$ cat src/include/pgio_defines.svh
/*
 * Register indices, field positions, masks, zero constants and pin roles for the
 * programmable io port. Included by the package and the port logic.
 */
`ifndef PGIO_DEFINES_SVH
`define PGIO_DEFINES_SVH

`define PGIO_IDX_DIR      2'h0
`define PGIO_IDX_LEVEL    2'h1
`define PGIO_IDX_IEN      2'h2
`define PGIO_IDX_CTRL     2'h3

`define PGIO_CTRL_LATCH   0
`define PGIO_CTRL_MODEM   1
`define PGIO_CTRL_SOFT_RESET_BIT  3

`define PGIO_PIN_DSR      4
`define PGIO_PIN_DTR      5
`define PGIO_PIN_CD       6
`define PGIO_PIN_RI       7

`define PGIO_MASK_ALL     8'hFF
`define PGIO_MASK_LOW     8'h0F
`define PGIO_BYTE_ZERO    8'h00
`define PGIO_MDM_ZERO     3'h0

`endif

$ cat src/include/pgio_pkg.sv
/*
 * Types shared by the programmable io port and its surroundings.
 * Assumes the defines header is on the include path.
 */
`include "pgio_defines.svh"

package pgio_pkg;

	typedef struct packed {
		logic       wr;
		logic       rd;
		logic [1:0] idx;
		logic [7:0] wdata;
	} pgio_req_s;

	typedef struct packed {
		logic [7:0] out;
		logic [7:0] oe;
	} pgio_drive_s;

	typedef struct packed {
		logic [7:0] dir;
		logic [7:0] lvl_out;
		logic [7:0] ien;
		logic       latch;
		logic       modem;
		logic       soft_reset_bit;
		logic [7:0] ref_lvl;
		logic [7:0] pend;
		logic [7:0] cap;
		logic [2:0] mdm_prev;
		logic [7:0] rdata;
		pgio_drive_s drive;
		logic       mdm_evt;
		logic       srst_pulse;
	} pgio_state_s;

endpackage : pgio_pkg

$ cat src/rtl/pgio_port.sv
/*
 * Eight-pin programmable io port with change interrupts, input latching,
 * modem pin sharing of the upper nibble and self-clearing soft reset.
 * Assumes a register port synchronous to i_clk_sys; pins sampled
 * synchronously; modem interrupt enable and terminal-ready come from the uart.
 */
`timescale 1ns/1ns
`include "pgio_defines.svh"

module pgio_port (
	input  wire logic                i_clk_sys,
	input  wire logic                i_rst_n,
	input  wire pgio_pkg::pgio_req_s i_req,
	output logic [7:0]               o_rdata,
	input  wire logic [7:0]          i_pin_in,
	output pgio_pkg::pgio_drive_s    o_drive,
	input  wire logic                i_modem_irq_enable,
	input  wire logic                i_modem_dtr,
	output logic [2:0]               o_modem_lines,
	output logic                     o_modem_change,
	output logic                     o_irq,
	output logic                     o_soft_reset
);
	import pgio_pkg::*;

	pgio_state_s s_reg;
	pgio_state_s s_next;
	logic [7:0]  gpio_mask;
	logic [7:0]  arm;
	logic [7:0]  chg;
	logic [7:0]  fresh;
	logic [2:0]  lines;
	logic [7:0]  nmask;

	assign lines = {i_pin_in[`PGIO_PIN_RI], i_pin_in[`PGIO_PIN_CD],
		i_pin_in[`PGIO_PIN_DSR]};

	always_comb begin
		s_next = s_reg;
		s_next.mdm_evt = 1'b0;
		s_next.srst_pulse = 1'b0;
		gpio_mask = s_reg.modem ? `PGIO_MASK_LOW : `PGIO_MASK_ALL;
		arm = ~s_reg.dir & gpio_mask & s_reg.ien;
		chg = i_pin_in ^ s_reg.ref_lvl;
		fresh = chg & arm & ~s_reg.pend;
		// unarmed pins keep tracking so enabling later starts clean
		s_next.ref_lvl = (s_reg.ref_lvl & arm) | (i_pin_in & ~arm);
		if (s_reg.latch) begin
			s_next.pend = (s_reg.pend & arm) | fresh;
			s_next.cap = (s_reg.cap & ~fresh) | (i_pin_in & fresh);
		end else begin
			s_next.pend = chg & arm;
		end
		s_next.mdm_prev = lines;
		s_next.mdm_evt = s_reg.modem & i_modem_irq_enable
			& (lines != s_reg.mdm_prev);
		if (i_req.rd) begin
			unique case (i_req.idx)
				`PGIO_IDX_DIR:   s_next.rdata = s_reg.dir;
				`PGIO_IDX_LEVEL: s_next.rdata = s_reg.latch
					? ((s_reg.cap & s_reg.pend) | (i_pin_in & ~s_reg.pend))
					: i_pin_in;
				`PGIO_IDX_IEN:   s_next.rdata = s_reg.ien;
				`PGIO_IDX_CTRL:  s_next.rdata = {4'h0, s_reg.soft_reset_bit, 1'b0,
					s_reg.modem, s_reg.latch};
			endcase
			if (i_req.idx == `PGIO_IDX_LEVEL) begin
				s_next.ref_lvl = i_pin_in;
				s_next.pend = s_reg.latch ? fresh : `PGIO_BYTE_ZERO;
			end
		end
		if (i_req.wr) begin
			unique case (i_req.idx)
				`PGIO_IDX_DIR: begin
					s_next.dir = i_req.wdata;
					s_next.pend = `PGIO_BYTE_ZERO;
					s_next.ref_lvl = i_pin_in;
				end
				`PGIO_IDX_LEVEL: s_next.lvl_out = i_req.wdata;
				`PGIO_IDX_IEN:   s_next.ien = i_req.wdata;
				`PGIO_IDX_CTRL: begin
					s_next.latch = i_req.wdata[`PGIO_CTRL_LATCH];
					s_next.modem = i_req.wdata[`PGIO_CTRL_MODEM];
					s_next.soft_reset_bit = i_req.wdata[`PGIO_CTRL_SOFT_RESET_BIT];
				end
			endcase
		end
		if (s_reg.soft_reset_bit) begin
			s_next = '0;
			s_next.srst_pulse = 1'b1;
		end
		nmask = s_next.modem ? `PGIO_MASK_LOW : `PGIO_MASK_ALL;
		s_next.drive.oe = s_next.dir & nmask;
		s_next.drive.out = s_next.lvl_out & s_next.dir & nmask;
		if (s_next.modem) begin
			s_next.drive.oe[`PGIO_PIN_DTR] = 1'b1;
			s_next.drive.out[`PGIO_PIN_DTR] = ~i_modem_dtr;
		end
	end

	always_ff @(posedge i_clk_sys) begin
		if (!i_rst_n) begin
			s_reg <= '0;
		end else begin
			s_reg <= s_next;
		end
	end

	assign o_rdata = s_reg.rdata;
	assign o_drive = s_reg.drive;
	assign o_modem_lines = s_reg.modem ? s_reg.mdm_prev : `PGIO_MDM_ZERO;
	assign o_modem_change = s_reg.mdm_evt;
	assign o_irq = |s_reg.pend;
	assign o_soft_reset = s_reg.srst_pulse;

	a_dir_clears_irq: assert property (@(posedge i_clk_sys)
		disable iff (!i_rst_n)
		i_req.wr && i_req.idx == `PGIO_IDX_DIR && !s_reg.soft_reset_bit |=> !o_irq)
		else $error("direction write did not clear interrupt");

	a_level_read_val: assert property (@(posedge i_clk_sys)
		disable iff (!i_rst_n)
		i_req.rd && i_req.idx == `PGIO_IDX_LEVEL && !s_reg.latch
		&& !s_reg.soft_reset_bit |=> o_rdata == $past(i_pin_in))
		else $error("level read did not return pin states");

	a_out_drive: assert property (@(posedge i_clk_sys)
		disable iff (!i_rst_n)
		i_req.wr && i_req.idx == `PGIO_IDX_LEVEL && !s_reg.soft_reset_bit
		&& !s_reg.modem
		|=> o_drive.out == ($past(i_req.wdata) & s_reg.dir))
		else $error("output pins not driven to written value");

	a_enable_gate: assert property (@(posedge i_clk_sys)
		disable iff (!i_rst_n)
		s_reg.ien == `PGIO_BYTE_ZERO && !o_irq && !i_req.wr |=> !o_irq)
		else $error("interrupt raised with all enables clear");

	a_soft_reset_bit_clear: assert property (@(posedge i_clk_sys)
		disable iff (!i_rst_n)
		s_reg.soft_reset_bit |=> !s_reg.soft_reset_bit && o_soft_reset
		&& o_drive.oe == `PGIO_BYTE_ZERO)
		else $error("soft reset did not act and self-clear");

	a_unlatch_revert: assert property (@(posedge i_clk_sys)
		disable iff (!i_rst_n)
		!s_reg.latch && !i_req.wr && !s_reg.soft_reset_bit
		&& i_pin_in == s_reg.ref_lvl |=> !o_irq)
		else $error("unlatched interrupt not withdrawn on revert");

	a_latch_hold: assert property (@(posedge i_clk_sys)
		disable iff (!i_rst_n)
		s_reg.latch && o_irq && !i_req.wr && !i_req.rd && !s_reg.soft_reset_bit
		&& $stable(s_reg.dir) ##0 $stable(s_reg.ien) |=> o_irq)
		else $error("latched interrupt lost before read");

	a_io_no_modem: assert property (@(posedge i_clk_sys)
		disable iff (!i_rst_n)
		!s_reg.modem |-> o_modem_lines == `PGIO_MDM_ZERO && !o_modem_change)
		else $error("modem status reported in io mode");

	a_oe_follow_dir: assert property (@(posedge i_clk_sys)
		disable iff (!i_rst_n)
		!s_reg.modem
		|-> o_drive.oe == s_reg.dir)
		else $error("pin enables do not follow direction");

	a_out_only_driven: assert property (@(posedge i_clk_sys)
		disable iff (!i_rst_n)
		1'b1
		|-> (o_drive.out & ~o_drive.oe) == `PGIO_BYTE_ZERO)
		else $error("undriven pin shows a high output value");

	a_modem_upper_off: assert property (@(posedge i_clk_sys)
		disable iff (!i_rst_n)
		s_reg.modem |-> !o_drive.oe[`PGIO_PIN_RI]
		&& !o_drive.oe[`PGIO_PIN_CD] && !o_drive.oe[`PGIO_PIN_DSR])
		else $error("modem input pin driven by io registers");

	a_dtr_follow: assert property (@(posedge i_clk_sys)
		disable iff (!i_rst_n)
		s_next.modem |=> o_drive.oe[`PGIO_PIN_DTR]
		&& o_drive.out[`PGIO_PIN_DTR] == !$past(i_modem_dtr))
		else $error("terminal ready pin not following uart");

	a_io_no_dtr: assert property (@(posedge i_clk_sys)
		disable iff (!i_rst_n)
		!s_reg.modem |-> o_drive.out[`PGIO_PIN_DTR]
		== (s_reg.lvl_out[`PGIO_PIN_DTR] & s_reg.dir[`PGIO_PIN_DTR]))
		else $error("terminal ready driven by uart in io mode");

	a_rise_needs_en: assert property (@(posedge i_clk_sys)
		disable iff (!i_rst_n)
		$rose(o_irq)
		|-> $past(s_reg.ien) != `PGIO_BYTE_ZERO)
		else $error("interrupt raised with no pin enabled");

	a_unlatch_rdclr: assert property (@(posedge i_clk_sys)
		disable iff (!i_rst_n)
		i_req.rd && i_req.idx == `PGIO_IDX_LEVEL && !s_reg.latch
		&& !i_req.wr |=> !o_irq)
		else $error("unlatched interrupt not cleared by level read");

	a_modem_event: assert property (@(posedge i_clk_sys)
		disable iff (!i_rst_n)
		s_reg.modem && i_modem_irq_enable && !s_reg.soft_reset_bit
		&& lines != s_reg.mdm_prev |=> o_modem_change)
		else $error("modem line change not reported");

	a_ctrl_read: assert property (@(posedge i_clk_sys)
		disable iff (!i_rst_n)
		i_req.rd && i_req.idx == `PGIO_IDX_CTRL && !i_req.wr
		&& !s_reg.soft_reset_bit |=> o_rdata[`PGIO_CTRL_MODEM] == s_reg.modem)
		else $error("control read does not show pin function");

endmodule : pgio_port

$ cat config.mk
export PLATFORM = sky130hd
export DESIGN_NAME = pgio_port
export DESIGN_NICKNAME = d
export VERILOG_FILES = /design/src/include/pgio_pkg.sv /design/src/rtl/pgio_port.sv
export VERILOG_INCLUDE_DIRS = /design/src /design/src/include
export SDC_FILE = /design/constraint.sdc
export NUM_CORES = 1
export LEC_CHECK = 0
export BUFFER_PORTS_ARGS = -buffer_cell sky130_fd_sc_hd__buf_2
export CAP_MARGIN = 20
export CELL_PAD_IN_SITES_DETAIL_PLACEMENT = 0
export CELL_PAD_IN_SITES_GLOBAL_PLACEMENT = 1
export CORE_MARGIN = 8
export CORE_UTILIZATION = 46
export CTS_CLUSTER_DIAMETER = 100
export DETAILED_ROUTE_END_ITERATION = 8
export GPL_TIMING_DRIVEN = 1
export PLACE_DENSITY = 0.9
export RECOVER_POWER = 50
export SLEW_MARGIN = 20
export SYNTH_ARGS = -nofsm -noshare
export SYNTH_HDL_FRONTEND = slang
export SYNTH_SLANG_ARGS = --single-unit
$ cat constraint.sdc
create_clock -name i_clk_sys -period 2.9 [get_ports i_clk_sys]
set_input_delay 0.145 -clock i_clk_sys [delete_from_list [all_inputs] [get_ports i_clk_sys]]
set_output_delay 0.145 -clock i_clk_sys [all_outputs]
set_load 0.02 [all_outputs]
==> results_dict.tcl, run 1 <==
set metrics [dict create \
    status "finished clean" \
    synth_edf_count 0 \
    detail-route-antenna-nets 0 \
    crit_fanout 11 \
    ir_drop_mv 0.3542 \
    clock_skew_ps 6.945 \
    tritoncts "built" \
    wl_um 8768 \
    yosysWarnings 0 \
    setup_viol 0 \
    power.total_mw 2.064 \
    drc_errors 0 \
    cts_htree_levels 3 \
    drive_gt1_share_pct 11.28 \
    grt_pass1_vias 2983 \
    io_pins 54 \
    stdcell_count 557 \
    cp_slowest_stage_delay_ps 640 \
    maxCapViolCount 0 \
    synth_area_mm2 0.003729 \
    grt_pass1_wl_um 14910 \
    yosysUniqueCellTypes 44 \
    dieArea_mm2 0.01124 \
    ys_ff_latch 76 \
    cp.required_ps 3130 \
    crit_arrival_ps 2140 \
    tightest_slew_ps 1144 \
    crit_path_start_kind "flip-flop" \
    die_y_um 106.0 \
    place_congestion 0.7883 \
    hold_violations 0 \
    fill_cells 803 \
    vias_per_cell 5.438 \
    final-seq-area_mm2 0.001521 \
    antenna_found_initial 0 \
    first_pass_iters 4 \
    p_leak_nw 1.630 \
    vias 3029 \
    critPathKind "reg -> reg" \
    rows 33 \
    min_path_type "in -> reg" \
    crit_chain "clkbuf_1, a21boi_0, a311o_1, o2111ai_1, a21oi_1" \
    path_clk_slew_ps 80 \
    finish.utilization_pct 49.09 \
    globalRouteTotalUtil_pct 16.17 \
    insertion_delay_ps 350 \
    numCtsBuffers 9 \
    wl_per_cell_um 15.74 \
    ys_async_sr_fraction_pct 0 \
    setup_ws_ps 987.9 \
    cts_resized 0 \
    cts_setup_buffers 0 \
    diodes 0 \
    overflow 0 \
    die_x_um 106.0 \
    cpMaxStageDelayCell "dfxtp_1" \
    syn_inst 429 \
    final_cell_mix "dfxtp_1, nand2_1, nor2_1" \
    final_max_slew_viol_count 0 \
    critPathCaptureType "flip-flop" \
    tns_ps 0 \
    ys.flop_type "dfxtp_1" \
    clk_path_buf_depth 2 \
    synth_fp_nets 453 \
    synth-seq-area-share_pct 40.81 \
    initialDrtViolationCount 137 \
    port_buffers 53 \
    avgSynthCellArea_um2 8.691 \
    finalCritPeriodShare_pct 65.93 \
    dp_hpwl_um 6251 \
    cellPowerDensity_mw_per_mm2 522.1 \
    multi_input_area_mm2 0.001828 \
    mostFrequentLayoutCell "dfxtp_1" \
    fp.coreArea_mm2 0.008051 \
    min_period_ps 1912 \
    grt_max_degree 33 \
    start_util_pct 46.31 \
    pre_cts_ws_ps 1047 \
    cts.sinks 76 \
    timing.fmax_mhz 523.0 \
    relSlewSlack_pct 23.57 \
    placedCellCount 541 \
    area_growth_pct 6.007 \
    nets 471 \
    cts-hold-fix-buffers 0 \
    rsz0062_at_grt "false" \
    cts-root-buf "clkbuf_8" \
]
## cell type report
type | instances | area share, %
multi-input cells | 293 | 46.25
clock inverters | 7 | 1.298
inverters | 10 | 0.9497
clock buffers | 9 | 3.134
repair buffers | 57 | 6.553
flip-flops and latches | 76 | 38.49
well taps | 105 | 3.324
## cells in the mapped netlist (2+ instances only)
cell,count,area (um2)
a21oi_1,33,165.2
a21boi_1,4,30.03
o21ai_0,18,90.09
nor4_1,6,37.54
o21ai_2,3,26.28
inv_1,10,37.54
xor2_1,8,70.07
buf_6,3,33.78
nand3b_1,2,15.01
nand4bb_1,3,33.78
a211o_1,4,35.03
and3b_1,2,17.52
nand3_1,8,40.04
a31oi_1,3,18.77
o41ai_1,4,35.03
clkbuf_1,7,26.28
nor2b_1,6,37.54
nor2_1,40,150.1
and3_1,6,37.54
mux2i_1,37,370.4
o21ai_1,3,15.01
nor3b_1,5,37.54
nand2_1,47,176.4
o221ai_1,4,35.03
buf_4,29,217.7
nand2b_1,7,43.79
o211ai_1,8,60.06
o2111ai_1,2,17.52
and2_1,10,62.56
buf_2,11,55.05
xnor2_1,3,26.28
dfxtp_1,76,1521
o22a_1,6,52.55
## worst paths after layout
check	startpoint	to	slack (ps)	cells after the start
worst max-delay path	s_reg[55]	o_rdata[1]	990	5
worst min-delay path	i_modem_irq_enable	o_modem_change	40	3
worst max register to register	s_reg[55]	o_rdata[1]	990	5
worst min register to register	s_reg[64]	s_reg[64]	460	2
## per-layer routing
metal | vias up | GRT usage, % | routed length (um)
li1 | 1512 | - | -
met1 | 1407 | 20.90 | 4108
met2 | 97 | 24.89 | 4013
met3 | 13 | 4.598 | 536
met4 | 0 | 6.332 | 109
met5 | - | 0 | 0
## through the flow
| step | hold WS [ps] | area [um2] |
|---|---|---|
| finish | 40.18 | 3953 |
| global route | 42.97 | 3953 |
| CTS | 34.94 | 3998 |
| detailed placement | 410.9 | 3822 |
| global placement | 397.4 | 3822 |
| floorplan | 257.2 | 3729 |
## worst max-delay path, delay by kind of cell (launching register included)
| kind | cells | cell delay, ps |
|---|---|---|
| AO/OA/AOI/OAI | 4 | 710 |
| buffers and inverters | 1 | 440 |
| flip-flops | 1 | 640 |
## logic make-up (layout without fill, tap and decap cells)
group                     count (synthesis)  after routing  share of synthesized area [%]
buffers and inverters                    60             83                          9.933
xor gates and xnor gates                 11             11                          2.584
muxes                                    37             37                          9.933
AOI/OAI and AO/OA                        98             98                          16.91
DFF                                      76             76                          40.81
and+or+nand+nor                         147            147                          19.83
## where the power goes
group          switching, mW  leakage, nW  internal (mW)  total, mW
Sequential            0.0298        0.619           1.08       1.11
Clock                  0.412       0.0913          0.316      0.727
Combinational          0.147        0.920         0.0842      0.231
Total                  0.588         1.63           1.48       2.06
No activity file was read; power rests on OpenSTA's default activity.
==> run 2, diff against run 1 <==
--- a/config.mk
+++ b/config.mk
@@ -11,11 +11,11 @@
 export CELL_PAD_IN_SITES_DETAIL_PLACEMENT = 0
 export CELL_PAD_IN_SITES_GLOBAL_PLACEMENT = 1
 export CORE_MARGIN = 8
-export CORE_UTILIZATION = 46
+export CORE_UTILIZATION = 43
 export CTS_CLUSTER_DIAMETER = 100
 export DETAILED_ROUTE_END_ITERATION = 8
 export GPL_TIMING_DRIVEN = 1
-export PLACE_DENSITY = 0.9
+export PLACE_DENSITY = 0.85
 export RECOVER_POWER = 50
 export SLEW_MARGIN = 20
 export SYNTH_ARGS = -nofsm -noshare
==> constraint.sdc (replaced) <==
create_clock -name i_clk_sys -period 1.88 [get_ports i_clk_sys]
set_input_delay 0.094 -clock i_clk_sys [delete_from_list [all_inputs] [get_ports i_clk_sys]]
set_output_delay 0.094 -clock i_clk_sys [all_outputs]
set_load 0.02 [all_outputs]
==> run 2 against run 1 <==
Net effect: first-iteration DRC count rose by 45%; count of clock-buffer cells in the layout rose by 1; total power rose by 57%; via count rose by 2.7%; critical endpoint is now s_reg[50]; largest cell class unchanged; largest power group unchanged; highest routed layer unchanged.
==> results_dict.tcl, run 2 (synthesized netlist as in run 1, its figures left out) <==
set metrics [dict create \
    vias 3111 \
    start_util_pct 43.61 \
    dp_hpwl_um 6512 \
    crit_fanout 39 \
    dieArea_mm2 0.01191 \
    rows 34 \
    drc_errors 0 \
    fill_cells 832 \
    ir_drop_mv 0.4730 \
    antenna_found_initial 0 \
    area_growth_pct 8.322 \
    rsz0062_at_grt "false" \
    hold_violations 0 \
    cts_htree_levels 3 \
    critPathKind "reg -> reg" \
    die_x_um 109.1 \
    first_pass_iters 5 \
    p_leak_nw 1.672 \
    min_path_type "in -> reg" \
    wl_um 9187 \
    insertion_delay_ps 360 \
    clock_power_share_pct 35.9 \
    drive_gt1_share_pct 12.58 \
    vias_per_cell 5.467 \
    p_sw_share_pct 28.36 \
    min_period_ps 1589 \
    numCtsBuffers 9 \
    power.internal_mw 2.324 \
    overflow 0 \
    cts-root-buf "clkbuf_8" \
    stdcell_count 569 \
    grt_pass1_vias 3021 \
    relSlewSlack_pct 45.59 \
    placedCellCount 551 \
    final_cell_mix "dfxtp_1, nand2_1, nor2_1" \
    status "finished clean" \
    mostFrequentLayoutCell "dfxtp_1" \
    post_dp_cell_area_mm2 0.003891 \
    initialDrtViolationCount 199 \
    seqPwrFrac_pct 52.6 \
    power.total_mw 3.243 \
    tns_ps 0 \
    die_y_um 109.1 \
    io_pins 54 \
    crit_path_start_kind "flip-flop" \
    timing.fmax_mhz 629.5 \
    tightest_slew_ps 816.2 \
    switching_power_mw 0.9198 \
    globalRouteTotalUtil_pct 16.19 \
    wl_per_cell_um 16.15 \
    grt_max_degree 40 \
    detail-route-antenna-nets 0 \
    finish.utilization_pct 47.23 \
    diodes 0 \
    fp.coreArea_mm2 0.008551 \
    final_max_slew_viol_count 0 \
    setup_viol 0 \
    cts.sinks 76 \
    cp.required_ps 2090 \
    tritoncts "built" \
    clk_path_buf_depth 2 \
    critPathCaptureType "flip-flop" \
    pre_cts_ws_ps 361.0 \
    design_area_mm2 0.004039 \
    maxCapViolCount 0 \
    pwr-share-comb_pct 11.4 \
    grt_pass1_wl_um 15130 \
    path_clk_slew_ps 80 \
    nets 480 \
    clock_skew_ps 7.815 \
    crit_arrival_ps 1800 \
    setup_ws_ps 291.4 \
    finalCritPeriodShare_pct 84.50 \
    holdWs_ps 12.98 \
    place_congestion 0.8378 \
    port_buffers 53 \
    cellPowerDensity_mw_per_mm2 803.0 \
]
run 2: cell count changes in the layout (fill, tap and decap cells not counted), moves of 2 or more:
| cell | delta |
|---|---|
| buf_4 | +6 |
| and2_0 | +3 |
| and2_1 | -3 |
| clkinv_2 | -2 |
| clkinv_4 | +2 |
| dlygate4sd3_1 | +2 |
run 2: final timing paths:
path / start / to / cells past startpoint / slack [ps]
setup / recovery: s_reg[53] / s_reg[50] / 3 / 290
hold / removal: i_req[2] / s_reg[74] / 3 / 10
setup reg to reg: s_reg[53] / s_reg[50] / 3 / 290
hold reg to reg: s_reg[67] / s_reg[67] / 2 / 460
run 2: timing repair:
item / 4_1_cts / 5_1_grt
setup endpoints to repair: 0 / 0
hold endpoints to repair: 2 / 0
resized for setup: 0 / 0
setup buffers: 0 / 0
hold buffers: 2 / 0
run 2: power groups by stage:
| stage | Clock [mW] | Combinational, mW | Sequential, mW |
|---|---|---|---|
| 2_1_floorplan | 0 | 0.287 | 1.73 |
| 3_3_place_gp | 0 | 0.375 | 1.74 |
| 3_5_place_dp | 0 | 0.379 | 1.74 |
| 4_1_cts | 1.20 | 0.385 | 1.71 |
| 5_1_grt | 1.27 | 0.415 | 1.71 |
| 6_report | 1.17 | 0.371 | 1.71 |
run 2: layout make-up:
cell class | instances | area (um2) | share of cell area (%)
inverter | 10 | 37.54 | 0.9294
multi-input combinational | 293 | 1831 | 45.32
timing repair buffer | 66 | 329.1 | 8.147
clock inverter | 6 | 47.55 | 1.177
clock buffer | 10 | 137.6 | 3.408
tap | 108 | 135.1 | 3.346
sequential | 76 | 1521 | 37.67
run 2: layer usage:
metal | vias up | part of all wire, % | wire length (um) | track usage, %
met1 | 1455 | 45 | 4167 | 20.37
met2 | 112 | 46 | 4185 | 26.13
met3 | 16 | 7.3 | 670 | 3.901
met4 | 0 | 1.8 | 163 | 6.354
li1 | 1528 | - | - | -
met5 | - | 0 | 0 | 0
run 2: critical path, cell delays in order (launching register included):
cell      delay [ps]
dfxtp_1          440
nand2b_1         210
clkbuf_2         670
nor2_1           120
